File: config.mk
export PLATFORM = sky130hd
export DESIGN_NAME = csw_select_unit
export DESIGN_NICKNAME = d
export VERILOG_FILES = /design/src/core/csw_pkg.sv /design/src/core/csw_wait_counter.sv /design/src/core/csw_boot_strap.sv /design/src/core/csw_select_unit.sv
export VERILOG_INCLUDE_DIRS = /design/src /design/src/core
export SDC_FILE = /design/constraint.sdc
export NUM_CORES = 1
export LEC_CHECK = 0
export BUFFER_PORTS_ARGS = -buffer_cell sky130_fd_sc_hd__buf_4
export CELL_PAD_IN_SITES_DETAIL_PLACEMENT = 0
export CELL_PAD_IN_SITES_GLOBAL_PLACEMENT = 1
export CORE_AREA = 8 8 320 322
export CTS_BUF_LIST = sky130_fd_sc_hd__clkbuf_16
export DETAILED_ROUTE_END_ITERATION = 10
export DIE_AREA = 0 0 328 330
export PLACE_DENSITY = 0.43
export SLEW_MARGIN = 20
export SYNTH_ARGS = -nofsm -noshare
export SYNTH_HDL_FRONTEND = slang
export SYNTH_SLANG_ARGS = --single-unit
File: constraint.sdc
create_clock -name clk -period 5.5 [get_ports clk]
set_clock_uncertainty 0.15 [all_clocks]
set_input_delay 0.825 -clock clk [delete_from_list [all_inputs] [get_ports clk]]
set_output_delay 0.825 -clock clk [all_outputs]
set_load 0.02 [all_outputs]
File: src/core/csw_params.svh
`ifndef CSW_PARAMS_SVH
`define CSW_PARAMS_SVH

// ------------------------------------------------
// select count and bus widths
// ------------------------------------------------
`define CSW_NUM_SEL 12
`define CSW_ADDR_W 24
`define CSW_BOOT_IDX 0

// ------------------------------------------------
// cycle timing in clocks
// ------------------------------------------------
`define CSW_BASE_CLKS 3
`define CSW_WAIT_MAX 4'hD
`define CSW_WAIT_FAST 4'hE
`define CSW_WAIT_EXT 4'hF
`define CSW_BOOT_WAIT_RST 4'hD
`define CSW_AS_PHASE 4'h1
`define CSW_DS_EXTRA 4'h2
`define CSW_PHASE_MAX 4'hF

// ------------------------------------------------
// strap and transfer size codes
// ------------------------------------------------
`define CSW_STRAP_RST 1'b1
`define CSW_SIZE_BYTE 2'h1

`endif

File: src/core/csw_pkg.sv
package csw_pkg;
    typedef enum logic [2:0] {
        CSW_IDLE = 3'h1,
        CSW_RUN = 3'h2,
        CSW_EXT = 3'h4
    } csw_state_t;
    typedef logic [3:0] csw_wait_t;
endpackage

File: src/core/csw_wait_counter.sv
`timescale 1ns/1ns
`include "csw_params.svh"

module csw_wait_counter #(
    parameter int CW = 4
) (
    input wire logic clk,
    input wire logic nrst,
    input wire logic load,
    input wire logic [CW-1:0] load_val,
    input wire logic abort,
    output logic expired
);

    logic [CW-1:0] count_r;
    logic busy_r;

    if (CW < 4) begin : g_bad_width
        $error("csw_wait_counter: CW too small for thirteen wait states");
    end

    // ------------------------------------------------
    // down counter, reloaded at every selected cycle that does not wait for an external acknowledge
    // ------------------------------------------------
    always_ff @(posedge clk) begin
        if (!nrst) begin
            count_r <= '0;
        end else if (load) begin
            count_r <= load_val;
        end else if (busy_r && count_r != '0) begin
            count_r <= count_r - 1'b1;
        end
    end

    always_ff @(posedge clk) begin
        if (!nrst) begin
            busy_r <= 1'b0;
        end else if (load) begin
            busy_r <= 1'b1;
        end else if (expired || abort) begin
            busy_r <= 1'b0;
        end
    end

    assign expired = busy_r && count_r == '0;
endmodule

File: src/core/csw_boot_strap.sv
`timescale 1ns/1ns
`include "csw_params.svh"

module csw_boot_strap (
    input wire logic clk,
    input wire logic nrst,
    input wire logic strap_in,
    output logic port16
);

    logic rst_seen_r;
    logic port16_r;

    // ------------------------------------------------
    // width strap, caught at the first edge after release
    // ------------------------------------------------
    // the reset branch takes the pull-up default; the pin itself is only
    // sampled once reset is gone, so no port feeds a reset value
    always_ff @(posedge clk) begin
        if (!nrst) begin
            rst_seen_r <= 1'b0;
        end else begin
            rst_seen_r <= 1'b1;
        end
    end

    always_ff @(posedge clk) begin
        if (!nrst) begin
            port16_r <= `CSW_STRAP_RST;
        end else if (!rst_seen_r) begin
            port16_r <= strap_in;
        end
    end

    assign port16 = port16_r;
endmodule

File: src/core/csw_select_unit.sv
`timescale 1ns/1ns
`include "csw_params.svh"

// Function
// twelve independent select outputs, each picking one external device
// each select can give size acknowledge, interrupt strobe or autovector
// each select waits for external acknowledges or makes its own
// internal acknowledge still made when the pin is discrete or alternate
// wait states are added only after the third clock of a cycle
// internally ended cycle lasts three clocks plus programmed waits
// wait count ranges from zero to thirteen
// fast code ends the cycle one clock before zero waits
// data-strobe timed write select asserts two clocks later
// boot select is enabled straight out of reset
// boot width taken from data line zero at reset release
// data line zero pulled up weakly, so boot width defaults to 16
// boot select has no byte lanes; byte writes to it are unsupported
// outside logic forms byte selects from transfer size and boot select
// each other select has an 8 or 16 bit port size
// 8-bit ports move data on the upper eight lines only
// writes to 8-bit ports echo the byte on the lower lines
// 16-bit memory uses address line one, 8-bit memory line zero
// byte-writable word memory uses two 16-bit selects, one per lane
// wait counter reloads each selected cycle and acknowledges on expiry; the code skips the reload when the wait code selects an external acknowledge
module csw_select_unit #(
    parameter int NSEL = `CSW_NUM_SEL,
    parameter int AW = `CSW_ADDR_W
) (
    input wire logic clk,
    input wire logic nrst,
    input wire logic cyc_start,
    input wire logic [AW-1:0] addr,
    input wire logic rw,
    input wire logic cpu_space,
    input wire logic [1:0] transfer_size,
    input wire logic [15:0] wr_data,
    input wire logic [15:0] data_in,
    input wire logic ext_size_acknowledge_high_n,
    input wire logic ext_size_acknowledge_low_n,
    input wire logic ext_autovector_acknowledge_n,
    input wire logic [NSEL-1:0] cfg_enable,
    input wire logic cfg_boot_load,
    input wire logic [NSEL*AW-1:0] cfg_base,
    input wire logic [NSEL*AW-1:0] cfg_mask,
    input wire logic [NSEL*4-1:0] cfg_wait_count,
    input wire logic [NSEL-1:0] cfg_port16,
    input wire logic [NSEL-1:0] cfg_autovector,
    input wire logic [NSEL-1:0] cfg_irq_strobe,
    input wire logic [NSEL-1:0] cfg_ds_timed,
    input wire logic [NSEL-1:0] cfg_pin_select,
    input wire logic [NSEL-1:0] cfg_discrete,
    output logic [NSEL-1:0] select_n,
    output logic size_acknowledge_high,
    output logic size_acknowledge_low,
    output logic autovector_acknowledge,
    output logic cycle_end,
    output logic port16,
    output logic [15:0] data_out,
    output logic data_oe,
    output logic [15:0] rd_data,
    output logic boot_select_on,
    output logic boot_port16,
    output logic boot_byte_write,
    output logic strap_pullup_en
);

    localparam int IW = (NSEL > 1) ? $clog2(NSEL) : 1;

    if (NSEL < 1 || NSEL > 16 || AW < 2) begin : g_bad_cfg
        $error("csw_select_unit: NSEL must be 1..16 and AW at least 2");
    end

    // ------------------------------------------------
    // decode helpers
    // ------------------------------------------------
    function automatic logic addr_hit(input logic [AW-1:0] a,
                                      input logic [AW-1:0] base,
                                      input logic [AW-1:0] mask);
        addr_hit = ((a ^ base) & mask) == '0;
    endfunction

    // codes above the maximum other than fast, the external code included, fall back to the maximum
    function automatic logic [3:0] load_of(input csw_pkg::csw_wait_t w);
        if (w == `CSW_WAIT_FAST) begin
            load_of = 4'h0;
        end else if (w > `CSW_WAIT_MAX) begin
            load_of = `CSW_WAIT_MAX + 4'h1;
        end else begin
            load_of = w + 4'h1;
        end
    endfunction

    csw_pkg::csw_state_t state_r;
    csw_pkg::csw_wait_t boot_wait_r;
    csw_pkg::csw_wait_t hit_wait;
    csw_pkg::csw_wait_t cur_wait_r;
    logic boot_on_r;
    logic strap_port16;
    logic [NSEL-1:0] en_vec;
    logic [NSEL-1:0] hit_vec;
    logic [NSEL-1:0] sel_pin_nxt;
    logic [NSEL-1:0] select_n_r;
    logic hit_any;
    logic [IW-1:0] hit_idx;
    logic hit_port16;
    logic start;
    logic expired;
    logic ext_ack;
    logic int_ack;
    logic [IW-1:0] cur_idx_r;
    logic [IW-1:0] idx_nxt;
    logic cur_port16_r;
    logic cur_autovector_acknowledge_r;
    logic cur_read_r;
    logic cur_ds_wr_r;
    logic [3:0] phase_r;
    logic sel_on_r;
    logic sel_on_nxt;
    logic [15:0] data_out_r;
    logic data_oe_r;
    logic [15:0] rd_data_r;
    logic boot_byte_r;

    // ------------------------------------------------
    // boot select enable and strap
    // ------------------------------------------------
    always_ff @(posedge clk) begin
        if (!nrst) begin
            boot_on_r <= 1'b1;
            boot_wait_r <= `CSW_BOOT_WAIT_RST;
        end else if (cfg_boot_load) begin
            boot_on_r <= cfg_enable[`CSW_BOOT_IDX];
            boot_wait_r <= cfg_wait_count[3:0];
        end
    end

    csw_boot_strap u_strap (
        .clk(clk),
        .nrst(nrst),
        .strap_in(data_in[0]),
        .port16(strap_port16)
    );

    // weak pull-up on data line zero stays on; the board may overdrive it
    assign strap_pullup_en = 1'b1;

    // ------------------------------------------------
    // address decode, lowest index wins
    // ------------------------------------------------
    for (genvar i = 0; i < NSEL; i++) begin : g_dec
        if (i == `CSW_BOOT_IDX) begin : g_boot
            assign en_vec[i] = boot_on_r;
        end else begin : g_norm
            assign en_vec[i] = cfg_enable[i];
        end
        // an interrupt-strobe select answers only cpu-space cycles, others never
        assign hit_vec[i] = en_vec[i]
            && addr_hit(addr, cfg_base[i*AW +: AW], cfg_mask[i*AW +: AW])
            && (cfg_irq_strobe[i] == cpu_space);
    end

    always_comb begin
        hit_any = 1'b0;
        hit_idx = '0;
        for (int k = NSEL - 1; k >= 0; k--) begin
            if (hit_vec[k]) begin
                hit_any = 1'b1;
                hit_idx = k[IW-1:0];
            end
        end
    end

    always_comb begin
        if (hit_idx == `CSW_BOOT_IDX) begin
            hit_wait = boot_wait_r;
            hit_port16 = strap_port16;
        end else begin
            hit_wait = cfg_wait_count[hit_idx*4 +: 4];
            hit_port16 = cfg_port16[hit_idx];
        end
    end

    assign start = cyc_start && state_r == csw_pkg::CSW_IDLE && hit_any;

    // ------------------------------------------------
    // cycle state
    // ------------------------------------------------
    csw_wait_counter #(
        .CW(4)
    ) u_wait (
        .clk(clk),
        .nrst(nrst),
        .load(start && hit_wait != `CSW_WAIT_EXT),
        .load_val(load_of(hit_wait)),
        .abort(1'b0),
        .expired(expired)
    );

    assign ext_ack = !ext_size_acknowledge_high_n || !ext_size_acknowledge_low_n
        || !ext_autovector_acknowledge_n;
    assign int_ack = state_r == csw_pkg::CSW_RUN && expired;
    assign cycle_end = int_ack || (state_r == csw_pkg::CSW_EXT && ext_ack);

    always_ff @(posedge clk) begin
        if (!nrst) begin
            state_r <= csw_pkg::CSW_IDLE;
        end else begin
            unique case (state_r)
                csw_pkg::CSW_IDLE: begin
                    if (start && hit_wait == `CSW_WAIT_EXT) begin
                        state_r <= csw_pkg::CSW_EXT;
                    end else if (start) begin
                        state_r <= csw_pkg::CSW_RUN;
                    end
                end
                csw_pkg::CSW_RUN: begin
                    if (expired) begin
                        state_r <= csw_pkg::CSW_IDLE;
                    end
                end
                csw_pkg::CSW_EXT: begin
                    if (ext_ack) begin
                        state_r <= csw_pkg::CSW_IDLE;
                    end
                end
                default: begin
                    state_r <= csw_pkg::CSW_IDLE;
                end
            endcase
        end
    end

    always_ff @(posedge clk) begin
        if (!nrst) begin
            cur_idx_r <= '0;
            cur_wait_r <= '0;
            cur_port16_r <= 1'b0;
            cur_autovector_acknowledge_r <= 1'b0;
            cur_read_r <= 1'b0;
            cur_ds_wr_r <= 1'b0;
        end else if (start) begin
            cur_idx_r <= hit_idx;
            cur_wait_r <= hit_wait;
            cur_port16_r <= hit_port16;
            cur_autovector_acknowledge_r <= cfg_autovector[hit_idx];
            cur_read_r <= rw;
            cur_ds_wr_r <= cfg_ds_timed[hit_idx] && !rw;
        end
    end

    always_ff @(posedge clk) begin
        if (!nrst) begin
            phase_r <= '0;
        end else if (start) begin
            phase_r <= `CSW_AS_PHASE;
        end else if (state_r != csw_pkg::CSW_IDLE && phase_r != `CSW_PHASE_MAX) begin
            phase_r <= phase_r + 4'h1;
        end
    end

    // ------------------------------------------------
    // internal acknowledges
    // ------------------------------------------------
    // the pin mode is never consulted here, so a discrete or alternate pin
    // still ends its cycles
    assign size_acknowledge_high = int_ack && !cur_autovector_acknowledge_r && cur_port16_r;
    assign size_acknowledge_low = int_ack && !cur_autovector_acknowledge_r && !cur_port16_r;
    assign autovector_acknowledge = int_ack && cur_autovector_acknowledge_r;
    assign port16 = cur_port16_r;

    // ------------------------------------------------
    // select pins
    // ------------------------------------------------
    // a data-strobe timed fast write ends before its select would assert;
    // users of fast termination should keep address-strobe timing
    always_comb begin
        if (start) begin
            sel_on_nxt = !(cfg_ds_timed[hit_idx] && !rw);
        end else if (cycle_end || state_r == csw_pkg::CSW_IDLE) begin
            sel_on_nxt = 1'b0;
        end else if (cur_ds_wr_r && phase_r >= `CSW_AS_PHASE + `CSW_DS_EXTRA - 4'h1) begin
            sel_on_nxt = 1'b1;
        end else begin
            sel_on_nxt = sel_on_r;
        end
    end

    assign idx_nxt = start ? hit_idx : cur_idx_r;

    always_ff @(posedge clk) begin
        if (!nrst) begin
            sel_on_r <= 1'b0;
        end else begin
            sel_on_r <= sel_on_nxt;
        end
    end

    for (genvar i = 0; i < NSEL; i++) begin : g_pin
        assign sel_pin_nxt[i] = cfg_pin_select[i]
            ? !(sel_on_nxt && idx_nxt == IW'(i))
            : cfg_discrete[i];
        always_ff @(posedge clk) begin
            if (!nrst) begin
                select_n_r[i] <= 1'b1;
            end else begin
                select_n_r[i] <= sel_pin_nxt[i];
            end
        end
    end

    assign select_n = select_n_r;
    assign boot_select_on = boot_on_r;
    assign boot_port16 = strap_port16;

    // ------------------------------------------------
    // data lanes
    // ------------------------------------------------
    always_ff @(posedge clk) begin
        if (!nrst) begin
            data_out_r <= '0;
        end else if (start && !rw) begin
            data_out_r <= hit_port16 ? wr_data : {wr_data[15:8], wr_data[15:8]};
        end
    end

    always_ff @(posedge clk) begin
        if (!nrst) begin
            data_oe_r <= 1'b0;
        end else if (start) begin
            data_oe_r <= !rw;
        end else if (cycle_end) begin
            data_oe_r <= 1'b0;
        end
    end

    always_ff @(posedge clk) begin
        if (!nrst) begin
            rd_data_r <= '0;
        end else if (cycle_end && cur_read_r) begin
            rd_data_r <= cur_port16_r ? data_in : {8'h00, data_in[15:8]};
        end
    end

    // the boot select carries no lane enables; a byte write to a 16-bit boot
    // port still selects the whole word, so it is flagged for software
    always_ff @(posedge clk) begin
        if (!nrst) begin
            boot_byte_r <= 1'b0;
        end else begin
            boot_byte_r <= start && hit_idx == `CSW_BOOT_IDX && !rw
                && transfer_size == `CSW_SIZE_BYTE && hit_port16;
        end
    end

    assign data_out = data_out_r;
    assign data_oe = data_oe_r;
    assign rd_data = rd_data_r;
    assign boot_byte_write = boot_byte_r;

    logic [4:0] len_r;
    logic [4:0] exp_len;

    always_ff @(posedge clk) begin
        if (!nrst) begin
            len_r <= '0;
        end else if (start) begin
            len_r <= 5'h1;
        end else if (state_r != csw_pkg::CSW_IDLE && len_r != 5'h1F) begin
            len_r <= len_r + 5'h1;
        end
    end

    // the start cycle is not counted, so the acknowledge lands in cycle two plus the waits
    assign exp_len = (cur_wait_r == `CSW_WAIT_FAST) ? 5'h1
        : {1'b0, cur_wait_r} + 5'(`CSW_BASE_CLKS) - 5'h1;
endmodule

# Yosys cells after proc, flatten, opt, wreduce, memory -nomap -nowiden
# Index checks and enable logic that the tools add are counted.
# word_totals
in_bits	775
word_cells	266
reg_bits	74
out_inout_bits	54
# classes
n_addsub	3
n_eq_ne	35
bitwise_logic	25
mux	66
reduce_logical	102
n_lt_le_gt_ge	3
shift	1
# op_table
op	n
bitwise AND 24 bit	12
logical NOT 24 bit	12
bitwise XOR 24 bit	12
two-way mux 4 bit	18
logical AND 1 bit	57
indexed part select 48 x 7 -> 4 bit	1
two-way mux 1 bit	38
== test 4 bit (second input constant)	6
logical NOT 1 bit	19
== test 4 x 3 -> 1 bit (second input constant)	4
two-way mux 16 bit	1
binary-select mux 1 bit (select 4 bit)	3
== test 1 bit	12
logical NOT 4 bit	3
two-way mux 3 bit	4
case mux 3 bit (3 select lines)	1
adder 4 x 1 -> 4 bit (second input constant)	2
== test 4 x 2 -> 1 bit (second input constant)	2
two-way mux 8 bit	1
!= test 4 bit (second input constant)	2
nonzero test 2 bit	4
< comparator 4 x 5 -> 1 bit (second input constant)	1
== test 4 x 1 -> 1 bit (second input constant)	1
>= comparator 4 x 2 -> 1 bit (second input constant)	1
14 further kinds	18

# Logic depth before layout (Yosys ltp)
# Gate-level depths: netlist (run 1).
# logic_depth
depth_word	25
mapped_depth	19
depth_no_buf	17

# Hierarchy
# A second synthesis (run 1) with hierarchy kept.
# hier_totals
hier_cells	1331
hier_area_um2	10187.3
# modules_own_cells
mod	cells_per_inst	area_each_um2	seq_area_each_um2	instances
csw_select_unit	1290	9833.2	1341.3	1
csw_wait_counter	37	300.3	100.1	1
csw_boot_strap	4	53.8	40.0	1

# Least setup slack after synthesis (run 1)
# OpenSTA, ideal clock, no wires.
# synth_path
path_kind	input to register
startpoint	in addr[14]
endpoint	reg u_wait.count_r[1]
slack_ns	0.781
arrival_ns	4.508
setup_ns	0.060
cell_stages	19
n_path_buf	2
t_required_ns	5.290
path_cell_list	buf_2 xor2_1 a22oi_1 nand2_1 or4_1 a211oi_1 o31ai_2 nand3b_2 buf_4 mux2_1 a21oi_1 a22oi_1 o21ai_1 inv_2 ha_1 nor2_1 inv_1 a221oi_1 o221a_1
# synth_between
elab_chain_len	23
word_cells_on_any_way	97
classes_between	1 x add/sub; 1 x order compare; 2 x eq/ne; 1 x shift; 28 x mux; 24 x bitwise; 40 x reduce/logical
# synth_lines
item	line_no	rtl
start: declaration	csw_select_unit.sv:32	input wire logic [AW-1:0] addr,
bitwise XOR 24 bit	csw_select_unit.sv:79	addr_hit = ((a ^ base) & mask) == '0;
bitwise AND 24 bit	csw_select_unit.sv:79	
logical NOT 24 bit	csw_select_unit.sv:79	
logical AND 1 bit	csw_select_unit.sv:158	&& addr_hit(addr, cfg_base[i*AW +: AW], cfg_mask[i*AW +: AW])
logical AND 1 bit	csw_select_unit.sv:159	&& (cfg_irq_strobe[i] == cpu_space);
two-way mux 4 bit (12 in a row)	csw_select_unit.sv:166	if (hit_vec[k]) begin
indexed part select 48 x 7 -> 4 bit / logical NOT 4 bit (equally long branches)	-	
two-way mux 4 bit	csw_select_unit.sv:174	if (hit_idx == `CSW_BOOT_IDX) begin
adder 4 x 1 -> 4 bit / greater-than comparator 4 bit (equally long branches)	-	
two-way mux 4 bit	csw_select_unit.sv:86	end else if (w > `CSW_WAIT_MAX) begin
two-way mux 4 bit	csw_select_unit.sv:84	if (w == `CSW_WAIT_FAST) begin
two-way mux 4 bit	csw_wait_counter.sv:28	end else if (load) begin
end signal: assignment	csw_wait_counter.sv:29	count_r <= load_val;
end signal: assignment	csw_wait_counter.sv:31	count_r <= count_r - 1'b1;
end: declaration	csw_wait_counter.sv:15	logic [CW-1:0] count_r;
# Several ways; a longest one is shown, not always the timed one.
# A chain may end at the register's enable or synchronous reset.

# Worst setup path after layout (run 1)
# layout_path
startpoint	in addr[3]
endpoint	reg u_wait.count_r[0]
# Same word-level chain as after synthesis.

==> summary.md, run 1 <==
| Metric | Value |
|---|---|
| Outcome | `finished clean` |
| Detailed-route DRC error count | `0` |
| Worst path slowest cell | `nor4_4` |
| Post-CTS setup buffer count | `0` |
| Post-Route WL | `106900 um` |
| CTS tree | `built` |
| Worst Reg-to-Reg Cells | `15` |
| R2R Path End | `u_wait.count_r[0]$_SDFFE_PN0P_` |
| Placed cell count | `3413` |
| Post-synthesis simple-gate area fraction | `19.56%` |
| Final #Nets | `2920` |
| Slew at the pin closest to its max-slew limit | `898.1 ps` |
| Multiplexer area fraction after synthesis | `8.183%` |
| Hold WC Path Type | `reg2reg` |
| CTS Hold Bufs | `0` |
| Wire length per cell | `31.07 um` |
| Post-synth top area share | `24.97%` |
| Predominant post-synthesis flop cell | `dfxtp_1` |
| Synth cell count leaders | `289 x xor2_1, 247 x a22oi_1, 103 x nand2_1, 74 x dfxtp_1, 74 x nand4_1` |
| Area growth, synth to finish | `86.77%` |
| Max Clk Rate | `188.3 MHz` |
| Worst VDD drop | `0.0001771 V` |
| Critical path fanouts, max | `11` |
| 1st-pass router iterations | `5` |
| Worst EP required | `5630 ps` |
| Combinational share of power | `51.1%` |
| Synth area leaders | `xor2_1 25%, a22oi_1 18%, dfxtp_1 15%, mux2i_1 5.6%, nand4_1 4.6%` |
| Post-route minimum period | `5312 ps` |
| Top-count cell post-synth | `xor2_1` |
| Net Sw Frac | `36.74%` |
| Max Cap Viol | `0` |
| 1st-iter DRT viols | `1164` |
| Max-slew headroom | `40.12%` |
| Endpoints failing setup | `0` |
| Core footprint | `97410 sq um` |
| Port Buffers | `827` |
| # fillers | `11080` |
| Row cnt | `115` |
| Main combinational cell family by area after synthesis | `compound AO/OA/AOI/OAI gates` |
| Via count | `14570` |
| Crit path DAT | `5450 ps` |
| Clock Sinks | `74` |
| Worst Hold Depth | `2` |
| XOR/XNOR Fraction of Synth Area | `26.09%` |
| Vias per inst | `4.236` |
| Post-synth ARST share | `0%` |
| Sequential fraction of design power | `20.8%` |
| Vias in the first global route | `15730` |
| HP Start | `rd_data[8]$_SDFFE_PN0P_` |
| Max Slew Vio Count | `0` |
| DP Worst Slack | `-625.4 ps` |
| # IOs | `829` |
| Share of layout cells above drive strength 1 | `46.36%` |
| Yosys top cell by area | `xor2_1` |
| Final hold slack | `304.4 ps` |
| DRT antenna net count | `0` |
| CP max stage delay | `540 ps` |
| YS warnings | `0` |
| Mapped cell area | `10140 sq um` |
| Clock share of power | `28.1%` |
| Gpl congestion | `0.9299` |
| Global-route wire length before repair | `139000 um` |
| Yosys reg bits | `74` |
| Initial Util | `10.41%` |
| Die footprint | `108200 sq um` |
| Pleak | `0.008463 uW` |
| Worst-Skew Late Latency | `350 ps` |
| Cells after Synth | `1252` |
| Storage element area | `1481 sq um` |
| Chip Width | `328 um` |
| Startpoint class of the critical path | `primary input` |
| Reg-to-Reg Start | `boot_select_on$_SDFFE_PN1P_` |
| Final period util | `96.58%` |
| Cts bufs inserted | `9` |
| Number of synthesized flops with an enable pin | `0` |
| Clk buf depth | `2` |
| Detailed placement HPWL | `94890 um` |
| Multi-input gate area | `8347 sq um` |
| Synth Area in Compound Gates | `26.72%` |
| Final WS setup | `188.0 ps` |
| CP bufs+invs | `5` |
| Flop2flop setup slack | `1360 ps` |
| Clk root buf | `clkbuf_16` |
| WS Path Type | `in2reg` |
| Most frequent CP cell | `buf_4` |
| Yosys cell types | `76` |
| Hold EP | `rd_data[8]$_SDFFE_PN0P_` |
| Pin count of the biggest net entering global routing | `51` |
| Total GRT Usage | `18.51%` |
| Net Sw Power | `968.1 uW` |
| Final hold violation count | `0` |
| Cell family with most CP delay | `compound AO/OA/AOI/OAI gates` |
| P per Cell Area | `139.2 nW/um^2` |
| H-Tree Depth | `3` |
| Layout Cells excl Fill | `3440` |
| Clock Pin Slew Worst Setup and Hold Paths | `60 ps` |
| Total power | `2635 uW` |
| Syn_area_per_cell | `8.097 sq um` |
| Sequential area share after synthesis | `14.61%` |
| Setup crit end kind | `flip-flop` |
| Overflow after GRT | `0` |
| Crit-path cells | `buf_4, buf_4, xor2_1, a222oi_1, inv_1, nor4_4, buf_4, nor4_1, a2111oi_4, buf_4, mux4_2, nand2b_1, nand2_1, or2_1, ha_1, nor2_1, o21ai_0, a211oi_1, o221a_1` |
| Syn nets | `2035` |
| Final Util | `19.44%` |
| Synth Area in Adders | `0.9874%` |
| Initial antenna violation count | `18` |
| Cell-internal power | `1667 uW` |
| Chip Height | `330 um` |
[cell usage in the layout, fill, tap and decap left out, drive strengths merged, types with 6 or more instances in the layout]
cell	netlist	layout
a31oi	13	13
nand4	75	75
clkbuf	18	9
inv	15	16
nor2b	12	12
nand3	16	16
mux2	13	13
o21ai	18	18
diode	0	11
xnor2	13	13
nand2	104	104
nor4	26	26
and3	6	6
a22oi	249	249
nor2	54	54
and2	20	20
ha	8	8
buf	31	923
mux2i	58	58
a21oi	35	35
dfxtp	74	74
or4	8	8
xor2	289	289
a211oi	19	19
nor3	24	24
[state kept, by name, summed over array words and instances, names as in the netlist, 3 cells and up]
signal          flops
u_wait.count_r      4
select_n           12
state_r             3
rd_data            16
cur_idx_r           4
data_out           16
boot_wait_r         4
phase_r             4
[logic make-up (layout without fill, tap and decap cells)]
group	Yosys count	in the layout
flops	74	74
buf+inv	64	954
simple gates	364	364
compound gates	364	364
mux	75	75
other cells	1	12
xor+xnor	302	302
fa+ha+maj	8	8
[repair_timing]
action | 4_1_cts | 5_1_grt
resized for setup | 2 | 6
pin swaps | 0 | 1
endpoints found under the setup margin | 24 | 22
[power groups by stage]
stage | logic, uW | registers (uW) | clock network, uW
final | 1350 | 548 | 741
after global routing | 1420 | 548 | 779
after CTS | 1340 | 548 | 758
after detailed placement | 1340 | 560 | 0
after global placement | 1350 | 560 | 0
after floorplan | 480 | 564 | 0
[routing by layer]
metal / GRT usage, % / vias up / wire (um)
li1: - / 6564 / -
met1: 22.08 / 7099 / 43360
met2: 33.08 / 810 / 53180
met3: 5.175 / 90 / 8197
met4: 3.465 / 10 / 2064
met5: 0 / - / 63
[cell type report]
class	count	share of cell area (%)
tap	1287	8.505
multi-input combinational	1114	44.09
timing repair buffer	923	37.21
clock inverter	7	0.7401
inverter	15	0.2974
sequential	74	7.824
clock buffer	9	1.190
antenna	11	0.1454
[worst register-to-register path, cell delays in order (launching register included)]
cell       delay [ps]
dfxtp_1           460
and2_1            210
nand4_1           130
nor4_2            730
buf_4             270
a2111oi_4          50
buf_4             190
mux4_2            430
nand2b_1          100
nand2_1            90
or2_1             280
ha_1              250
nor2_1            160
o21ai_0           130
a211oi_1          260
o221a_1           200
[metrics by stage]
stage          instance area, sq um  setup TNS (ps)
2_1_floorplan                 10140               0
3_3_place_gp                  18490          -10140
5_1_grt                       18920          -24.31
6_report                      18930               0
3_5_place_dp                  18490          -12220
4_1_cts                       18860               0
[worst max-delay path by stage]
stage,cells after the start,slack [ps],start,to
after global routing,19,-20,addr[9],u_wait.count_r[1]$_SDFFE_PN0P_
after global placement,18,-520,addr[9],u_wait.count_r[0]$_SDFFE_PN0P_
after CTS,18,30,addr[9],u_wait.count_r[1]$_SDFFE_PN0P_
after detailed placement,18,-630,addr[9],u_wait.count_r[1]$_SDFFE_PN0P_
final,19,190,addr[3],u_wait.count_r[0]$_SDFFE_PN0P_
after floorplan,19,780,addr[14],u_wait.count_r[1]$_SDFFE_PN0P_
Power figures use the tool's default switching activity.
==> run 2: changes to the inputs <==
Clock period 5.5 ns to 5.7 ns, I/O delays scaled along.
==> run 2 against run 1 <==
Against the previous run:
- count of clock-buffer cells in the layout did not move
- largest power group unchanged
- flip-flop and latch count did not move
- worst hold slack got worse by 3.2 ps
- register-to-register slack improved by 290 ps
- critical path type unchanged
- sequential share of layout area rose by 0.076 points
- die area did not move
- worst setup slack got worse by 93 ps
- wire length rose by 1.0%
==> summary.md, run 2 (synthesis gave the netlist of run 1 again) <==
| Metric | Value |
|---|---|
| Initial Util | `10.41% (unchanged)` |
| Overflow after GRT | `0 (unchanged)` |
| Clock Pin Slew Worst Setup and Hold Paths | `60 ps (about the same)` |
| R2R Path End | `select_n[6]$_SDFF_PN1_ (was u_wait.count_r[0]$_SDFFE_PN0P_)` |
| Worst Hold Depth | `2 (unchanged)` |
| Total GRT Usage | `18.70% (was 18.51%)` |
| Vias in the first global route | `15870 (was 15730)` |
| Most frequent cells in the layout | `915 x buf_4, 289 x xor2_1, 247 x a22oi_1 (was 913 x buf_4, 289 x xor2_1, 246 x a22oi_1)` |
| Final #Nets | `2914 (was 2920)` |
| Clk buf depth | `2 (unchanged)` |
| Worst Reg-to-Reg Cells | `16 (was 15)` |
| Post-route minimum period | `5605 ps` |
| Storage element area | `1481 sq um (unchanged)` |
| Pin count of the biggest net entering global routing | `51 (unchanged)` |
| Row cnt | `115 (unchanged)` |
| Gpl congestion | `0.9277 (was 0.9299)` |
| Worst VDD drop | `0.0001480 V (was 0.0001771 V)` |
| Worst EP required | `5830 ps (was 5630 ps)` |
| Initial antenna violation count | `18 (unchanged)` |
| Max Clk Rate | `178.4 MHz` |
| 1st-iter DRT viols | `997 (was 1164)` |
| Hold EP | `rd_data[13]$_SDFFE_PN0P_ (was rd_data[8]$_SDFFE_PN0P_)` |
| Outcome | `finished clean (unchanged)` |
| 1st-pass router iterations | `6 (was 5)` |
| Die footprint | `108200 sq um (unchanged)` |
| Startpoint class of the critical path | `primary input (unchanged)` |
| Cts bufs inserted | `9 (unchanged)` |
| Wire length per cell | `31.45 um (was 31.07 um)` |
| Max Cap Viol | `0 (unchanged)` |
| DP Worst Slack | `-283.9 ps (was -625.4 ps)` |
| CTS Hold Bufs | `0 (unchanged)` |
| Max Slew Vio Count | `0 (unchanged)` |
| Chip Height | `330 um (unchanged)` |
| HP Start | `rd_data[13]$_SDFFE_PN0P_ (was rd_data[8]$_SDFFE_PN0P_)` |
| Critical path fanouts, max | `12 (was 11)` |
| WS Path Type | `in2reg (unchanged)` |
| Most common cell after layout, fill and taps aside | `buf_4 (unchanged)` |
| CTS tree | `built (unchanged)` |
| Crit path DAT | `5730 ps (was 5450 ps)` |
| # fillers | `11100 (was 11080)` |
| # IOs | `829 (unchanged)` |
| Area growth, synth to finish | `84.97% (was 86.77%)` |
| Multi-input gate area | `8349 sq um (was 8347 sq um)` |
| RSZ-0062 raised after global routing | `no` |
| Flop2flop setup slack | `1650 ps (was 1360 ps)` |
| Detailed-route DRC error count | `0 (unchanged)` |
| Share of layout cells above drive strength 1 | `46.21% (was 46.36%)` |
| DRT antenna net count | `0 (unchanged)` |
| Final hold violation count | `0 (unchanged)` |
| P per Cell Area | `131.1 nW/um^2 (was 139.2 nW/um^2)` |
| Final WS setup | `95.39 ps (was 188.0 ps)` |
| Final period util | `98.33%` |
| Chip Width | `328 um (unchanged)` |
| Hold WC Path Type | `reg2reg (unchanged)` |
| Core footprint | `97410 sq um (unchanged)` |
| Setup crit end kind | `flip-flop (unchanged)` |
| Vias per inst | `4.234 (was 4.236)` |
| Pleak | `0.008376 uW (was 0.008463 uW)` |
| Final hold slack | `301.2 ps (was 304.4 ps)` |
| Max-slew headroom | `33.49% (was 40.12%)` |
| Port Buffers | `827 (unchanged)` |
| Clock Sinks | `74 (unchanged)` |
| Slew at the pin closest to its max-slew limit | `996.2 ps (was 898.1 ps)` |
| Clk root buf | `clkbuf_16 (unchanged)` |
| Via count | `14530 (was 14570)` |
| Detailed placement HPWL | `95660 um (was 94890 um)` |
| H-Tree Depth | `3 (unchanged)` |
| Worst-Skew Late Latency | `340 ps (was 350 ps)` |
| Post-CTS setup buffer count | `0 (unchanged)` |
| Endpoints failing setup | `0 (unchanged)` |
| Post_cts resized | `0 (was 2)` |
| Post-Route WL | `108000 um (was 106900 um)` |
| Reg-to-Reg Start | `boot_select_on$_SDFFE_PN1P_ (unchanged)` |
| Global-route wire length before repair | `140700 um (was 139000 um)` |
## run 2: metrics by stage
| stage | cells | instance area, sq um | setup TNS, ps | util [%] | total power (uW) |
|---|---|---|---|---|---|
| 2_1_floorplan | 1252 | 10140 | 0 | - | 1008 |
| 3_3_place_gp | 3407 | 18360 | -2894 | 18.85 | 1850 |
| 3_5_place_dp | 3407 | 18360 | -3270 | 18.85 | 1836 |
| 4_1_cts | 3423 | 18680 | 0 | 19.18 | 2471 |
| 5_1_grt | 3427 | 18740 | 0 | 19.23 | 2573 |
| 6_report | 3433 | 18750 | 0 | 19.25 | 2457 |
## run 2: worst max path at each step
stage | cells past startpoint | startpoint | slack (ps) | endpoint
3_5_place_dp | 19 | addr[15] | -280 | u_wait.count_r[1]$_SDFFE_PN0P_
3_3_place_gp | 19 | addr[15] | -250 | u_wait.count_r[1]$_SDFFE_PN0P_
4_1_cts | 19 | addr[15] | 60 | u_wait.count_r[1]$_SDFFE_PN0P_
6_report | 18 | addr[9] | 100 | u_wait.count_r[1]$_SDFFE_PN0P_
2_1_floorplan | 19 | addr[14] | 950 | u_wait.count_r[1]$_SDFFE_PN0P_
5_1_grt | 17 | addr[9] | 8 | u_wait.count_r[0]$_SDFFE_PN0P_
## run 2: power breakdown
| part | switching (uW) | internal [uW] | leakage, uW | total, uW |
|---|---|---|---|---|
| Combinational | 697 | 608 | 0.00762 | 1300 |
| Sequential | 4.75 | 524 | 0.000600 | 529 |
| Clock | 241 | 383 | 0.000153 | 624 |
## run 2: area by class of cell
class / instances / area share [%]
clock buffers: 9 / 1.201
flip-flops and latches: 74 / 7.901
well taps: 1287 / 8.588
inverters: 15 / 0.3003
multi-input cells: 1114 / 44.53
repair buffers: 917 / 36.85
clock inverters: 7 / 0.5005
diodes: 10 / 0.1335
## run 2: metal layers
layer | track usage, % | vias up | wire [um]
met5 | 0 | - | 74
met4 | 2.711 | 12 | 1795
met3 | 5.062 | 94 | 8374
met2 | 33.88 | 764 | 54030
met1 | 22.34 | 7118 | 43700
li1 | - | 6546 | -
## run 2: critical path: stages
cell and delay, ps:
buf_4 360, xor2_1 120, a22oi_1 500, nand2_1 140, nor4_2 850, buf_4 270, nor4_1 100, buf_4 180
a21boi_1 500, or3b_1 330, or2_0 150, o21ai_1 110, buf_4 160, ha_1 180, nor2_1 190, inv_1 60
a221oi_1 380, o221a_1 230
==> run 3: changes to the inputs <==
==> constraint.sdc (replaced) <==
create_clock -name clk -period 5.7 [get_ports clk]
set_clock_uncertainty 0.15 [all_clocks]
set_input_delay 1.71 -clock clk [delete_from_list [all_inputs] [get_ports clk]]
set_output_delay 1.71 -clock clk [all_outputs]
set_load 0.02 [all_outputs]
==> run 3 against run 2 <==
Against the previous run:
- die area did not move
- clock power is 6.7% lower
- non-clock buffer count up 265
- worst setup slack better by 37 ps
- sequential share of layout area is 1.2 points lower
- flip-flop and latch count unchanged
- largest power group unchanged
- utilization increased by 3.5 points
- first-iteration DRC count decreased by 6.3%
- largest cell class is now non-clock buffers
- via count increased by 5.6%
==> summary.md, run 3 (synthesis gave the netlist of run 1 again) <==
| Metric | Value |
|---|---|
| Via count | `15340 (was 14530)` |
| Worst-Skew Late Latency | `350 ps (was 340 ps)` |
| Area growth, synth to finish | `118.4% (was 84.97%)` |
| Clock Pin Slew Worst Setup and Hold Paths | `60 ps (about the same)` |
| Share of layout cells above drive strength 1 | `55.67% (was 46.21%)` |
| Clk buf depth | `2 (unchanged)` |
| Hold WC Path Type | `reg2reg (unchanged)` |
| Initial antenna violation count | `21 (was 18)` |
| Startpoint class of the critical path | `primary input (unchanged)` |
| Max Cap Viol | `0 (unchanged)` |
| Pleak | `0.01009 uW (was 0.008376 uW)` |
| Post-Route WL | `111500 um (was 108000 um)` |
| Global-route wire length before repair | `146200 um (was 140700 um)` |
| Slew at the pin closest to its max-slew limit | `1023 ps (was 996.2 ps)` |
| Chip Height | `330 um (unchanged)` |
| WS Path Type | `in2reg (unchanged)` |
| H-Tree Depth | `3 (unchanged)` |
| Endpoints failing setup | `0 (unchanged)` |
| Chip Width | `328 um (unchanged)` |
| Final hold slack | `309.4 ps (was 301.2 ps)` |
| Clock Sinks | `74 (unchanged)` |
| Max Clk Rate | `179.6 MHz (was 178.4 MHz)` |
| Clk root buf | `clkbuf_16 (unchanged)` |
| Setup crit end kind | `flip-flop (unchanged)` |
| # IOs | `829 (unchanged)` |
| # fillers | `10960 (was 11100)` |
| Detailed-route DRC error count | `0 (unchanged)` |
| Final #Nets | `3179 (was 2914)` |
| Worst VDD drop | `0.0001533 V (was 0.0001480 V)` |
| Final period util | `97.67% (was 98.33%)` |
| Design Area, Final | `22140 sq um (was 18750 sq um)` |
| Most common cell after layout, fill and taps aside | `buf_4 (unchanged)` |
| Worst EP required | `5780 ps (was 5830 ps)` |
| Max Slew Vio Count | `0 (unchanged)` |
| Cts bufs inserted | `9 (unchanged)` |
| DRT antenna net count | `0 (unchanged)` |
| Wire length per cell | `30.19 um (was 31.45 um)` |
| 1st-iter DRT viols | `934 (was 997)` |
| Row cnt | `115 (unchanged)` |
| Detailed placement HPWL | `100100 um (was 95660 um)` |
| Total GRT Usage | `19.44% (was 18.70%)` |
| 1st-pass router iterations | `5 (was 6)` |
| Initial Util | `10.41% (unchanged)` |
| Crit path DAT | `5650 ps (was 5730 ps)` |
| CTS tree | `built (unchanged)` |
| Gpl congestion | `0.9148 (was 0.9277)` |
| Outcome | `finished clean (unchanged)` |
| CTS Hold Bufs | `0 (unchanged)` |
| Vias in the first global route | `16540 (was 15870)` |
| Pin count of the biggest net entering global routing | `32 (was 51)` |
| P per Cell Area | `121.2 nW/um^2 (was 131.1 nW/um^2)` |
| Total power | `2683 uW (was 2457 uW)` |
| Most frequent cells in the layout | `1103 x buf_4, 273 x xor2_1, 226 x a22oi_1 (was 915 x buf_4, 289 x xor2_1, 247 x a22oi_1)` |
| Port Buffers | `827 (unchanged)` |
| Overflow after GRT | `0 (unchanged)` |
| Die footprint | `108200 sq um (unchanged)` |
| Max-slew headroom | `31.71% (was 33.49%)` |
| Critical path fanouts, max | `9 (was 12)` |
| Final hold violation count | `0 (unchanged)` |
| Core footprint | `97410 sq um (unchanged)` |
| Post-route minimum period | `5567 ps (was 5605 ps)` |
| Vias per inst | `4.154 (was 4.234)` |
| RSZ-0062 raised after global routing | `yes (was no)` |
| Area of placed instances | `20180 sq um (was 18360 sq um)` |
-- run 3: cell count changes in the layout (fill, tap and decap cells not counted), sizes merged --
cell and delta:
clkinv -2, buf +264, inv +1, bufinv -1, clkinvlp +1, diode -3
clkbuf +1
-- run 3: worst paths after layout --
check,start,to,slack [ps],cells after the start
hold / removal,rd_data[15]$_SDFFE_PN0P_,rd_data[15]$_SDFFE_PN0P_,310,2
setup reg to reg,boot_select_on$_SDFFE_PN1P_,data_out[0]$_SDFFE_PN0P_,1860,15
hold reg to reg,rd_data[15]$_SDFFE_PN0P_,rd_data[15]$_SDFFE_PN0P_,310,2
setup / recovery,addr[21],data_out[0]$_SDFFE_PN0P_,130,19
-- run 3: layout make-up --
type	instances	area [sq um]	area share, %
antenna	7	17.52	0.07914
clock buffer	9	225.2	1.017
clock inverter	6	67.56	0.3052
inverter	15	56.30	0.2544
multi-input combinational	1114	9061	40.94
sequential	74	1481	6.693
tap	1287	1610	7.275
timing repair buffer	1182	9615	43.44
-- run 3: repair_timing --
item	CTS	global route
resized for setup	123	110
endpoints found under the setup margin	31	28
cloned	0	0
pin swaps	35	66
setup buffers	20	45
-- run 3: per-layer routing --
layer  track usage [%]  up-vias  wire length (um)
met1             23.86     7532             47160
met2             34.64      656             55380
li1                  -     7055                 -
met5                 0        -                63
met4             2.931       10              1818
met3             4.906       91              7117
-- run 3: power breakdown --
group	internal (uW)	switching (uW)	total, uW
combinational	815	758	1570
sequential	524	4.59	529
clock	338	244	582
-- run 3: critical path, stage by stage --
cell,delay [ps]
buf_8,160
buf_12,160
xor2_1,180
a22oi_2,250
nand4_1,170
nor4_4,440
buf_4,210
buf_4,100
buf_4,90
buf_4,110
o311ai_4,140
nand2_4,150
mux4_2,530
nor2b_4,140
a211o_1,310
mux2i_4,300
buf_6,180
mux2i_1,190
a21oi_1,90
-- run 3: through the flow --
step,instances,setup WS [ps],utilization (%),TNS [ps]
CTS,3643,0.08260,21.79,0
global route,3693,-58.00,22.72,-138.1
floorplan,1252,96.15,-,0
global placement,3611,-1313,20.72,-32650
detailed placement,3611,-1335,20.72,-34290
finish,3694,132.7,22.72,0
